`config.mk`:
```
export PLATFORM = sky130hd
export DESIGN_NAME = ptm_timer
export DESIGN_NICKNAME = d
export VERILOG_FILES = /design/src/rtl/ptm_timer.v /design/src/rtl/ptm_sync.v
export VERILOG_INCLUDE_DIRS = /design/src /design/src/rtl
export SDC_FILE = /design/constraint.sdc
export NUM_CORES = 1
export LEC_CHECK = 0
export BUFFER_PORTS_ARGS = -buffer_cell sky130_fd_sc_hd__clkbuf_2
export CAP_MARGIN = 15
export CORE_ASPECT_RATIO = 0.6
export CORE_MARGIN = 4
export CORE_UTILIZATION = 50
export DETAILED_ROUTE_END_ITERATION = 7
export PLACE_DENSITY = 0.68
export RECOVER_POWER = 100
export SYNTH_ARGS = -nofsm -noshare
export SYNTH_HDL_FRONTEND = slang
export SYNTH_SLANG_ARGS = --single-unit
export TNS_END_PERCENT = 20
```
`constraint.sdc`:
```
create_clock -name clk_i -period 3.4 [get_ports clk_i]
set_clock_uncertainty 0.1 [all_clocks]
set_input_delay 0.34 -clock clk_i [delete_from_list [all_inputs] [get_ports clk_i]]
set_output_delay 0.34 -clock clk_i [all_outputs]
set_load 0.01 [all_outputs]
```
`src/rtl/ptm_map.vh`:
```
`ifndef PTM_MAP_VH
`define PTM_MAP_VH

// Register byte offsets on the register port.
`define PTM_OFS_CTRL0 4'h0
`define PTM_OFS_CTRL1 4'h1
`define PTM_OFS_CNT_LO 4'h2
`define PTM_OFS_CNT_HI 4'h3
`define PTM_OFS_DUTY_LO 4'h4
`define PTM_OFS_DUTY_HI 4'h5
`define PTM_OFS_PER_LO 4'h6
`define PTM_OFS_PER_HI 4'h7
`define PTM_OFS_FLAGS 4'h8

// Control register zero field positions.
`define PTM_C0_PAUSE 7
`define PTM_C0_CKSEL_HI 6
`define PTM_C0_CKSEL_LO 4
`define PTM_C0_ENABLE 3

// Control register one field positions.
`define PTM_C1_MODE_HI 7
`define PTM_C1_MODE_LO 6
`define PTM_C1_FUNC_HI 5
`define PTM_C1_FUNC_LO 4
`define PTM_C1_INIT 3
`define PTM_C1_INVERT 2
`define PTM_C1_CAPSRC 1
`define PTM_C1_CLRSEL 0

// Flag register field positions.
`define PTM_FL_A 0
`define PTM_FL_P 1

// Reset values.
`define PTM_RST_CTRL0 8'h00
`define PTM_RST_CTRL1 8'h00
`define PTM_RST_CMP 10'h000

// Operating modes.
`define PTM_MODE_CMP 2'h0
`define PTM_MODE_CAP 2'h1
`define PTM_MODE_PWM 2'h2
`define PTM_MODE_TMR 2'h3

// Output function codes.
`define PTM_FN_00 2'h0
`define PTM_FN_01 2'h1
`define PTM_FN_10 2'h2
`define PTM_FN_11 2'h3

// Clock select codes.
`define PTM_CK_SYS4 3'h0
`define PTM_CK_SYS 3'h1
`define PTM_CK_H16 3'h2
`define PTM_CK_H64 3'h3
`define PTM_CK_TBC 3'h4
`define PTM_CK_H 3'h5
`define PTM_CK_EXTR 3'h6
`define PTM_CK_EXTF 3'h7

// Prescaler terminal counts.
`define PTM_SYS4_LAST 2'h3
`define PTM_H16_LAST 6'h0f
`define PTM_H64_LAST 6'h3f

`endif

```
`src/rtl/ptm_timer.v`:
```
// Summary of operation
// - Polarity bit inverts pin, except timer and capture modes.
// - Capture source: 0 timer pin, 1 count pin.
// - Clear select 1 clears on A match.
// - Zero period value gives full-range overflow.
// - Clear select ignored outside compare/timer modes.
// - Counter readable as low and high bytes.
// - High bytes bits 7 to 2 read zero.
// - Duty compare value held in two registers.
// - Period compare value held in two registers.
// - Two-bit mode field selects operating mode.
// - Compare mode, clear select 0: both flags.
// - Compare mode, clear select 1: A flag only.
// - Compare pin changes only on A match and enable rise.
// - Period match never moves the compare pin.
// - Enable rising edge loads initial pin level.
// - Timer mode counts like compare, no pin.
// - PWM period clears counter, duty from A.
// - PWM sets both flags on matches.
// - PWM level, force and inversion controls.
// - Duty at or above period gives 100%.
// - PWM counting continues while pin forced.
// - Enable rise zeroes counter, fall holds it.
// - Pause freezes counter, release resumes.
// - Three-bit field selects the count clock.
// - Compare A match: none, low, high, toggle.

`include "ptm_map.vh"

`default_nettype none

module ptm_timer (
   input wire clk_i,
   input wire rst_b_i,
   input wire [3:0] addr_i,
   input wire [7:0] wdata_i,
   input wire wr_i,
   input wire rd_i,
   output reg [7:0] rdata_o,
   input wire fh_tick_i,
   input wire tbc_tick_i,
   input wire ext_count_pin_i,
   input wire timer_io_pin_i,
   output reg timer_io_pin_o,
   output reg timer_io_pin_oe_o,
   output reg match_a_flag_o,
   output reg match_p_flag_o
);

   // Software visible state.
   reg counter_pause;
   reg [2:0] clk_sel;
   reg counter_enable;
   reg [1:0] op_mode;
   reg [1:0] out_func;
   reg out_initial_level;
   reg output_invert;
   reg capture_source_sel;
   reg clear_source_sel;
   reg [9:0] duty_compare_value;
   reg [9:0] period_compare_value;
   reg [9:0] count;

   // Internal state.
   reg enable_prev;
   reg [1:0] sys_div;
   reg [5:0] fh_div;
   reg ext_prev;
   reg cap_prev;
   reg out_level;

   // Reset images of the two control registers; each field takes its own slice.
   localparam [7:0] rst_c0 = `PTM_RST_CTRL0;
   localparam [7:0] rst_c1 = `PTM_RST_CTRL1;

   wire ext_sync;
   wire io_sync;

   // Synchronise the two pins before any logic looks at them.
   ptm_sync u_sync_ext (
      .clk_i(clk_i),
      .rst_b_i(rst_b_i),
      .d_i(ext_count_pin_i),
      .q_o(ext_sync)
   );

   ptm_sync u_sync_io (
      .clk_i(clk_i),
      .rst_b_i(rst_b_i),
      .d_i(timer_io_pin_i),
      .q_o(io_sync)
   );

   // Mode decode.
   wire mode_cmp = (op_mode == `PTM_MODE_CMP);
   wire mode_tmr = (op_mode == `PTM_MODE_TMR);
   wire mode_cap = (op_mode == `PTM_MODE_CAP);
   wire mode_pwm = (op_mode == `PTM_MODE_PWM) && (out_func != `PTM_FN_11);
   wire mode_spl = (op_mode == `PTM_MODE_PWM) && (out_func == `PTM_FN_11);
   wire cmp_like = mode_cmp || mode_tmr;

   // Edges of the synchronised pins and of the enable bit.
   wire ext_rise = ext_sync && !ext_prev;
   wire ext_fall = !ext_sync && ext_prev;
   wire cap_src = capture_source_sel ? ext_sync : io_sync;
   wire cap_rise = cap_src && !cap_prev;
   wire cap_fall = !cap_src && cap_prev;
   wire enable_rise = counter_enable && !enable_prev;

   // Count clock selection among the internal and pin sources.
   reg tick;
   always @* begin
      case (clk_sel)
         `PTM_CK_SYS4: tick = (sys_div == `PTM_SYS4_LAST);
         `PTM_CK_SYS: tick = 1'b1;
         `PTM_CK_H16: tick = fh_tick_i && ({2'h0, fh_div[3:0]} == `PTM_H16_LAST);
         `PTM_CK_H64: tick = fh_tick_i && (fh_div == `PTM_H64_LAST);
         `PTM_CK_TBC: tick = tbc_tick_i;
         `PTM_CK_H: tick = fh_tick_i;
         `PTM_CK_EXTR: tick = ext_rise;
         default: tick = ext_fall;
      endcase
   end

   // The counter advances once per event while enabled and not paused.
   wire run_tick = tick && counter_enable && !counter_pause && !enable_rise;
   wire [9:0] next_count = count + 10'h001;

   // A zero period value matches on the wrap to zero, i.e. on overflow.
   wire match_a = run_tick && (next_count == duty_compare_value);
   wire match_p = run_tick && (next_count == period_compare_value);

   // Clear source depends on mode; clear select only counts in compare and timer modes.
   wire clr_now = cmp_like ? (clear_source_sel ? match_a : match_p)
                           : ((mode_pwm || mode_cap) && match_p);

   // Capture events, with the edge type chosen by the output function field.
   wire cap_event = mode_cap && counter_enable &&
                    (((out_func == `PTM_FN_00) && cap_rise) ||
                     ((out_func == `PTM_FN_01) && cap_fall) ||
                     ((out_func == `PTM_FN_10) && (cap_rise || cap_fall)));

   // Flag set conditions.
   wire set_a = match_a || cap_event;
   wire set_p = match_p && !mode_spl && !(cmp_like && clear_source_sel);

   // Bus strobes decoded per register.
   wire wr_c0 = wr_i && (addr_i == `PTM_OFS_CTRL0);
   wire wr_c1 = wr_i && (addr_i == `PTM_OFS_CTRL1);
   wire wr_fl = wr_i && (addr_i == `PTM_OFS_FLAGS);

   // Prescalers for the divided system and high clocks.
   always @(posedge clk_i or negedge rst_b_i) begin
      if (!rst_b_i) begin
         sys_div <= 2'h0;
         fh_div <= 6'h00;
      end else begin
         sys_div <= sys_div + 2'h1;
         if (fh_tick_i) begin
            fh_div <= fh_div + 6'h01;
         end
      end
   end

   // Control register zero; the enable bit also moves in single pulse mode.
   // A bus write in the same cycle as a pin trigger wins, so software can always stop a pulse.
   always @(posedge clk_i or negedge rst_b_i) begin
      if (!rst_b_i) begin
         counter_pause <= rst_c0[`PTM_C0_PAUSE];
         clk_sel <= rst_c0[`PTM_C0_CKSEL_HI:`PTM_C0_CKSEL_LO];
         counter_enable <= rst_c0[`PTM_C0_ENABLE];
      end else begin
         if (wr_c0) begin
            counter_pause <= wdata_i[`PTM_C0_PAUSE];
            clk_sel <= wdata_i[`PTM_C0_CKSEL_HI:`PTM_C0_CKSEL_LO];
            counter_enable <= wdata_i[`PTM_C0_ENABLE];
         end else if (mode_spl && ext_rise) begin
            counter_enable <= 1'b1;
         end else if (mode_spl && match_a) begin
            counter_enable <= 1'b0;
         end
      end
   end

   // Control register one.
   always @(posedge clk_i or negedge rst_b_i) begin
      if (!rst_b_i) begin
         op_mode <= rst_c1[`PTM_C1_MODE_HI:`PTM_C1_MODE_LO];
         out_func <= rst_c1[`PTM_C1_FUNC_HI:`PTM_C1_FUNC_LO];
         out_initial_level <= rst_c1[`PTM_C1_INIT];
         output_invert <= rst_c1[`PTM_C1_INVERT];
         capture_source_sel <= rst_c1[`PTM_C1_CAPSRC];
         clear_source_sel <= rst_c1[`PTM_C1_CLRSEL];
      end else if (wr_c1) begin
         op_mode <= wdata_i[`PTM_C1_MODE_HI:`PTM_C1_MODE_LO];
         out_func <= wdata_i[`PTM_C1_FUNC_HI:`PTM_C1_FUNC_LO];
         out_initial_level <= wdata_i[`PTM_C1_INIT];
         output_invert <= wdata_i[`PTM_C1_INVERT];
         capture_source_sel <= wdata_i[`PTM_C1_CAPSRC];
         clear_source_sel <= wdata_i[`PTM_C1_CLRSEL];
      end
   end

   // Compare values; a capture event loads the counter into the duty value.
   always @(posedge clk_i or negedge rst_b_i) begin
      if (!rst_b_i) begin
         duty_compare_value <= `PTM_RST_CMP;
         period_compare_value <= `PTM_RST_CMP;
      end else begin
         if (cap_event) begin
            duty_compare_value <= count;
         end else if (wr_i && (addr_i == `PTM_OFS_DUTY_LO)) begin
            duty_compare_value[7:0] <= wdata_i;
         end else if (wr_i && (addr_i == `PTM_OFS_DUTY_HI)) begin
            duty_compare_value[9:8] <= wdata_i[1:0];
         end
         if (wr_i && (addr_i == `PTM_OFS_PER_LO)) begin
            period_compare_value[7:0] <= wdata_i;
         end else if (wr_i && (addr_i == `PTM_OFS_PER_HI)) begin
            period_compare_value[9:8] <= wdata_i[1:0];
         end
      end
   end

   // Counter and edge history registers.
   // The cycle of the enable rise only zeroes the count, so the first tick after it gives one.
   always @(posedge clk_i or negedge rst_b_i) begin
      if (!rst_b_i) begin
         count <= 10'h000;
         enable_prev <= 1'b0;
         ext_prev <= 1'b0;
         cap_prev <= 1'b0;
      end else begin
         enable_prev <= counter_enable;
         ext_prev <= ext_sync;
         cap_prev <= cap_src;
         if (enable_rise) begin
            count <= 10'h000;
         end else if (run_tick) begin
            count <= clr_now ? 10'h000 : next_count;
         end
      end
   end

   // Sticky match flags; a set in the same cycle as a clear wins.
   always @(posedge clk_i or negedge rst_b_i) begin
      if (!rst_b_i) begin
         match_a_flag_o <= 1'b0;
         match_p_flag_o <= 1'b0;
      end else begin
         match_a_flag_o <= set_a || (match_a_flag_o && !(wr_fl && wdata_i[`PTM_FL_A]));
         match_p_flag_o <= set_p || (match_p_flag_o && !(wr_fl && wdata_i[`PTM_FL_P]));
      end
   end

   // Period value widened so that zero stands for the full 1024 count.
   wire [10:0] period_full = (period_compare_value == 10'h000) ? 11'h400 : {1'b0, period_compare_value};

   // PWM is active from each clear until the duty match, or always at full duty.
   // The level is taken from the counter itself, so the registered pin trails it by one cycle.
   wire pwm_active = ({1'b0, duty_compare_value} >= period_full) ||
                     (count < duty_compare_value);

   // Compare mode level: loaded on enable rise, acted on only by A matches.
   always @(posedge clk_i or negedge rst_b_i) begin
      if (!rst_b_i) begin
         out_level <= 1'b0;
      end else if (enable_rise) begin
         out_level <= out_initial_level;
      end else if (mode_cmp && match_a) begin
         case (out_func)
            `PTM_FN_01: out_level <= 1'b0;
            `PTM_FN_10: out_level <= 1'b1;
            `PTM_FN_11: out_level <= !out_level;
            default: out_level <= out_level;
         endcase
      end
   end

   // Pin level before inversion for the modes that drive the pin.
   reg raw_pin;
   always @* begin
      raw_pin = out_level;
      if (mode_pwm) begin
         case (out_func)
            `PTM_FN_00: raw_pin = !out_initial_level;
            `PTM_FN_01: raw_pin = out_initial_level;
            default: raw_pin = pwm_active ? out_initial_level : !out_initial_level;
         endcase
      end else if (mode_spl) begin
         raw_pin = counter_enable ? out_initial_level : !out_initial_level;
      end
   end

   // Pin output register; timer and capture modes release the pin.
   always @(posedge clk_i or negedge rst_b_i) begin
      if (!rst_b_i) begin
         timer_io_pin_o <= 1'b0;
         timer_io_pin_oe_o <= 1'b0;
      end else begin
         timer_io_pin_oe_o <= !mode_tmr && !mode_cap;
         if (!mode_tmr && !mode_cap) begin
            timer_io_pin_o <= raw_pin ^ output_invert;
         end
      end
   end

   // Read data, registered one cycle after the read strobe.
   always @(posedge clk_i or negedge rst_b_i) begin
      if (!rst_b_i) begin
         rdata_o <= 8'h00;
      end else if (rd_i) begin
         if (addr_i == `PTM_OFS_CTRL0) begin
            rdata_o <= {counter_pause, clk_sel, counter_enable, 3'h0};
         end else if (addr_i == `PTM_OFS_CTRL1) begin
            rdata_o <= {op_mode, out_func, out_initial_level, output_invert,
                        capture_source_sel, clear_source_sel};
         end else if (addr_i == `PTM_OFS_CNT_LO) begin
            rdata_o <= count[7:0];
         end else if (addr_i == `PTM_OFS_CNT_HI) begin
            rdata_o <= {6'h00, count[9:8]};
         end else if (addr_i == `PTM_OFS_DUTY_LO) begin
            rdata_o <= duty_compare_value[7:0];
         end else if (addr_i == `PTM_OFS_DUTY_HI) begin
            rdata_o <= {6'h00, duty_compare_value[9:8]};
         end else if (addr_i == `PTM_OFS_PER_LO) begin
            rdata_o <= period_compare_value[7:0];
         end else if (addr_i == `PTM_OFS_PER_HI) begin
            rdata_o <= {6'h00, period_compare_value[9:8]};
         end else if (addr_i == `PTM_OFS_FLAGS) begin
            rdata_o <= {6'h00, match_p_flag_o, match_a_flag_o};
         end else begin
            rdata_o <= 8'h00;
         end
      end
   end

endmodule

`default_nettype wire

```
`src/rtl/ptm_sync.v`:
```
`default_nettype none

// Two flip-flop synchroniser for one asynchronous level.
module ptm_sync (
   input wire clk_i,
   input wire rst_b_i,
   input wire d_i,
   output reg q_o
);

   reg stage1;

   // Only the second stage is visible outside this module.
   always @(posedge clk_i or negedge rst_b_i) begin
      if (!rst_b_i) begin
         stage1 <= 1'b0;
         q_o <= 1'b0;
      end else begin
         stage1 <= d_i;
         q_o <= stage1;
      end
   end

endmodule

`default_nettype wire

```
### After elaboration in Yosys (flattened, before gate mapping)

Cells that the tools add are included.

* register bits: 71
* input bits: 20
* output and inout port bits: 12
* word-level logic and storage cells: 171

* add/sub/neg operators: 3
* $lt $le $gt $ge: 2
* equality and inequality tests: 27
* multiplexer cells: 32
* bitwise logic cells: 2
* reductions and logical operators: 76

Operators by type and width (count)
* 2-to-1 mux 8 bit: 8
* 2-to-1 mux 10 bit: 4
* logical AND 1 bit: 38
* == test 10 bit: 2
* == test 4 x 3 -> 1 bit, second input constant: 4
* zero test 1 bit: 15
* 2-to-1 mux 1 bit: 12
* >= comparator 10 x 11 -> 1 bit: 1
* 2-to-1 mux 11 bit: 1
* adder 10 x 1 -> 10 bit, second input constant: 1
* == test 2 bit, second input constant: 5
* zero test 10 bit: 1
* < comparator 10 bit: 1
* == test 3 bit, second input constant: 3
* logical OR 1 bit: 9
* == test 4 x 2 -> 1 bit, second input constant: 2
* == test 4 bit, second input constant: 2
* 2-to-1 mux 2 bit: 4
* nonzero test 2 bit: 4
* case mux 1 bit (7 select lines): 1
* adder 6 x 1 -> 6 bit, second input constant: 1
* == test 3 x 2 -> 1 bit, second input constant: 2
* == test 6 bit, second input constant: 1
* AND reduction 2 bit: 3
* other kinds (14): 17

### Logic depth before layout (Yosys ltp)

* depth in word-level cells: 12
* depth in mapped cells: 10
* gate-level depth less buffers: 9

### By module

Synthesis repeated with hierarchy kept, for this count alone.

* cell total of the unflattened synthesis: 507
* area, all modules: 4909.7 sq um

Modules (own cells, without submodules)
* ptm_timer: instances 1, cells an instance 503, area an instance 4809.6 sq um, sequential area each 1676.6 sq um
* ptm_sync: instances 2, cells an instance 2, area an instance 50.0 sq um, sequential area each 50.0 sq um

### Worst setup path after synthesis

OpenSTA, ideal clock, no wires.

* kind: reg-to-reg
* start point: register count[0]
* end point: register count[8]
* arrival: 2.383 ns
* required time: 3.159 ns
* setup slack: 0.776 ns
* cell stages (with the launch flop): 11
* cell sequence: dfrtp_1 -> ha_1 -> and3_1 -> buf_6 -> a31oi_1 -> or3_4 -> a2111oi_4 -> nand4_4 -> buf_6 -> o211ai_1 -> a31oi_1

* cells in the longest elaborated chain, start to end: 8

RTL lines
* start, declared: RTL line ptm_timer.v:62 `reg [9:0] count;`
* start signal, assigned: RTL line ptm_timer.v:240 `count <= clr_now ? 10'h000 : next_count;`
* adder 10 x 1 -> 10 bit *: RTL line ptm_timer.v:127 `wire [9:0] next_count = count + 10'h001;`
* == test 10 bit, on equally long branches: RTL line ptm_timer.v:131, ptm_timer.v:130
* logical AND 1 bit, on equally long branches: RTL line ptm_timer.v:131, ptm_timer.v:130
* 2-to-1 mux 1 bit or logical AND 1 bit (tied branches): RTL line ptm_timer.v:134, ptm_timer.v:135
* 2-to-1 mux 1 bit: RTL line ptm_timer.v:134 `wire clr_now = cmp_like ? (clear_source_sel ? match_a : match_p)`
* 2-to-1 mux 10 bit *: RTL line ptm_timer.v:240
* 2-to-1 mux 10 bit *: RTL line ptm_timer.v:239 `end else if (run_tick) begin`
* 2-to-1 mux 10 bit *: RTL line ptm_timer.v:237 `if (enable_rise) begin`

Mark *: on every way between the ends. The rest lies on a longest branch, timed or not. The select of a mux whose other input is x is not followed.
A chain may end at the register's enable or synchronous reset.

### Worst setup path in the final report

* start point: register count[0]
* end point: register count[7]

The elaborated chain is that of the path after synthesis.

==> out/metrics.cfg <==
[layout]
final_area_mm2=0.005419
drive_gt1_share_pct=14.00
multi_input_area_mm2=0.002771
layout.nets=591
n_antenna_cell=0
seqCellArea_mm2=0.001777
fillers=821
syn2layout_area_growth_pct=11.62

[clock_network]
clk_latency_ns=0.34
clkSlewWorstSetupHoldPaths_ns=0.06
root_buffer=clkbuf_16
cts_tree=built
clk_path_buf_depth=2
cts_made_buffers=9
cts_sinks=71
htreeDepth=3
post_cts_resized=0

[routing]
viasPerCell=6.166
vias=4150
drcViolationCount=0
drt-initial-drc-count=474
avgRoutedWirePerCell_um=20.96
first_pass_iters=5
ant_nets=0
routed_wirelength_um=14110

[synthesis]
syn_area_mm2=0.004855
synth-async-reset-ratio_pct=100.0
ys_seq_area_share_pct=36.60
syn_avg_cell_area_um2=9.408
ys_warn_count=0
yosys.area_share.adder_pct=8.505
syn_nets=569
yosysUniqueCellTypes=69
synth_edf_count=0
netlist_top_cells_count=71 x dfrtp_1, 43 x nand2_1, 38 x inv_1, 33 x ha_1, 28 x o21ai_0
synth-xor-area-share_pct=4.974
synthSimpleGateAreaFrac_pct=16.19
synth-compound-area-share_pct=17.99
synth_cells=516
synth_ff_type=dfrtp_1
ys_seq_elements=71
yosysTopAreaCellShare_pct=36.60
synth_top_family_by_area=compound AO/OA/AOI/OAI gates
synthMuxAreaShare_pct=9.536
synth_area_leader_cell=dfrtp_1
yosysMostFrequentCell=dfrtp_1
synth_area_leaders=dfrtp_1 37%, ha_1 8.5%, mux2_2 5.6%, mux2i_1 3.5%, nand2_1 3.3%

[timing]
maxSlewViolCount=72
period_needed_ns=3.139
rsz0062_at_grt=no
slew_headroom_pct=-17.86
hold_viol=0
period_share_pct=92.32
tns_ns=0
tightest_slew_ns=1.768
fmaxAchievable_mhz=318.6
setup_viol=0

[power_and_ir_drop]
irDropWorstVdd_uv=447.5
power.total_w=0.003954
pwr-share-comb_pct=35.4
netSwitchingFraction_pct=38.79
p_sw_w=0.001534
seqPwrFrac_pct=36.0
power_leakage_nw=2.360
p_per_area_mw_per_mm2=729.6
clkPwrFrac_pct=28.6
p_int_w=0.002420

[worst_setup_path]
path_delay_family=simple AND/OR/NAND/NOR gates
path_buf_inv=0
start_kind=flip-flop
crit_fanout=18
cpPeakStageDelay_ns=0.47
cp-end-kind=flip-flop
worst-setup-path-type=reg -> reg
crit_chain=ha_1 -> and3_1 -> a31oi_1 -> or3_1 -> a2111oi_4 -> nand4_4 -> a41oi_1 -> a31oi_1
worstPathArrival_ns=3.25
cp_common_cell=a31oi_1
crit_required_ns=3.51
critical-path-slowest-cell=dfrtp_1

[outcome]
status=finished with violations
violations=capacitance limit, slew limit

[grt]
gr-total-overflow=0
grt_max_degree=72
grt_use_total_pct=26.01
grt_pass1_wl_um=22760
antenna_found_initial=0
grt_pass1_vias=4075

[die]
core_area_mm2=0.009324
fp.dieH_um=84.33
rows=27
floorplan.initialDensity_pct=52.07
dieArea_mm2=0.01140
die_w_um=135.2
ios=32

[placed_design]
gp_congestion=1.011
place_hpwl_um=10490
io_buffers=31
placed_cell_area_mm2=0.005089

[job]
cap_violations=1

[min_path]
hp-class=in -> reg

repair_timing:
| item | CTS | global route |
|---|---|---|
| setup buffers | 0 | 0 |
| endpoints found under the hold margin | 1 | 0 |
| setup endpoints to repair | 0 | 0 |
| hold buffers | 1 | 0 |
worst paths after layout:
kind / end / start / slack, ns / cells past startpoint
min: u_sync_ext.stage1$_DFF_PN0_ / ext_count_pin_i / 0.02 / 1
min in group asynchronous: duty_compare_value[2]$_DFFE_PN0P_ / rst_b_i / 0.45 / 2
max: count[7]$_DFFE_PN0P_ / count[0]$_DFFE_PN0P_ / 0.26 / 8
max reg2reg: count[7]$_DFFE_PN0P_ / count[0]$_DFFE_PN0P_ / 0.26 / 8
max in group asynchronous: count[3]$_DFFE_PN0P_ / rst_b_i / 1.69 / 2
min reg2reg: u_sync_io.q_o$_DFF_PN0_ / u_sync_io.stage1$_DFF_PN0_ / 0.25 / 0
cells in the final DEF, fill, tap and decap left out, types with 7 or more instances in the layout:
| cell type | count |
|---|---|
| dfrtp_1 | 71 |
| nand2_1 | 43 |
| inv_1 | 38 |
| ha_1 | 33 |
| o21ai_0 | 28 |
| nor2_1 | 27 |
| a31oi_1 | 24 |
| mux2_2 | 23 |
| a21oi_1 | 22 |
| nand3_1 | 21 |
| mux2i_1 | 17 |
| clkbuf_2 | 17 |
| clkbuf_1 | 16 |
| xnor2_1 | 15 |
| xor2_1 | 10 |
| nand2b_1 | 9 |
| nor2b_1 | 9 |
| clkbuf_16 | 9 |
| o31ai_1 | 7 |
| buf_4 | 7 |
cells by family after synthesis:
group           count (synthesis)
simple gates                  150
flops                          71
buf+inv                        69
fa+ha+maj                      33
xor+xnor                       26
mux                            42
compound gates                125
layer usage:
metal / track usage [%] / vias up / wire (um)
met3: 8.862 / 24 / 1725
li1: - / 1914 / -
met4: 5.306 / 0 / 197
met2: 34.43 / 216 / 5405
met5: 0 / - / 0
met1: 40.51 / 1996 / 6781
per-stage QoR:
| step | hold WS, ns | setup WS, ns | std cells | util, % |
|---|---|---|---|---|
| 2_1_floorplan | -0.05559 | 0.7757 | 516 | - |
| 3_3_place_gp | 0.2379 | 0.4480 | 656 | 54.58 |
| 3_5_place_dp | 0.2379 | 0.3399 | 656 | 54.58 |
| 4_1_cts | 0.003599 | 0.3274 | 673 | 58.47 |
| 5_1_grt | 0.01450 | 0.06826 | 673 | 58.12 |
| 6_report | 0.01580 | 0.2611 | 673 | 58.12 |
power by group through the flow:
stage          Combinational [W]  Sequential (W)  Clock (W)
5_1_grt                  0.00156         0.00145    0.00119
4_1_cts                  0.00139         0.00140    0.00115
6_report                 0.00140         0.00142    0.00113
3_5_place_dp             0.00136         0.00142          0
2_1_floorplan            0.00105         0.00128          0
3_3_place_gp             0.00133         0.00140          0
flip-flops by register name (all words and copies together), names as in the netlist, 2 cells and up:
name,flops
sys_div,2
duty_compare_value,10
clk_sel,3
op_mode,2
count,10
out_func,2
fh_div,6
period_compare_value,10
rdata_o,8
area by class of cell:
class                   instances  share of cell area (%)
inverters                      38                   2.632
repair buffers                 42                   3.925
flip-flops and latches         71                   32.79
clock inverters                 7                   2.355
multi-input cells             376                   51.14
well taps                     130                   3.002
clock buffers                   9                   4.156
Note: power is estimated with default switching activity, not from simulation.
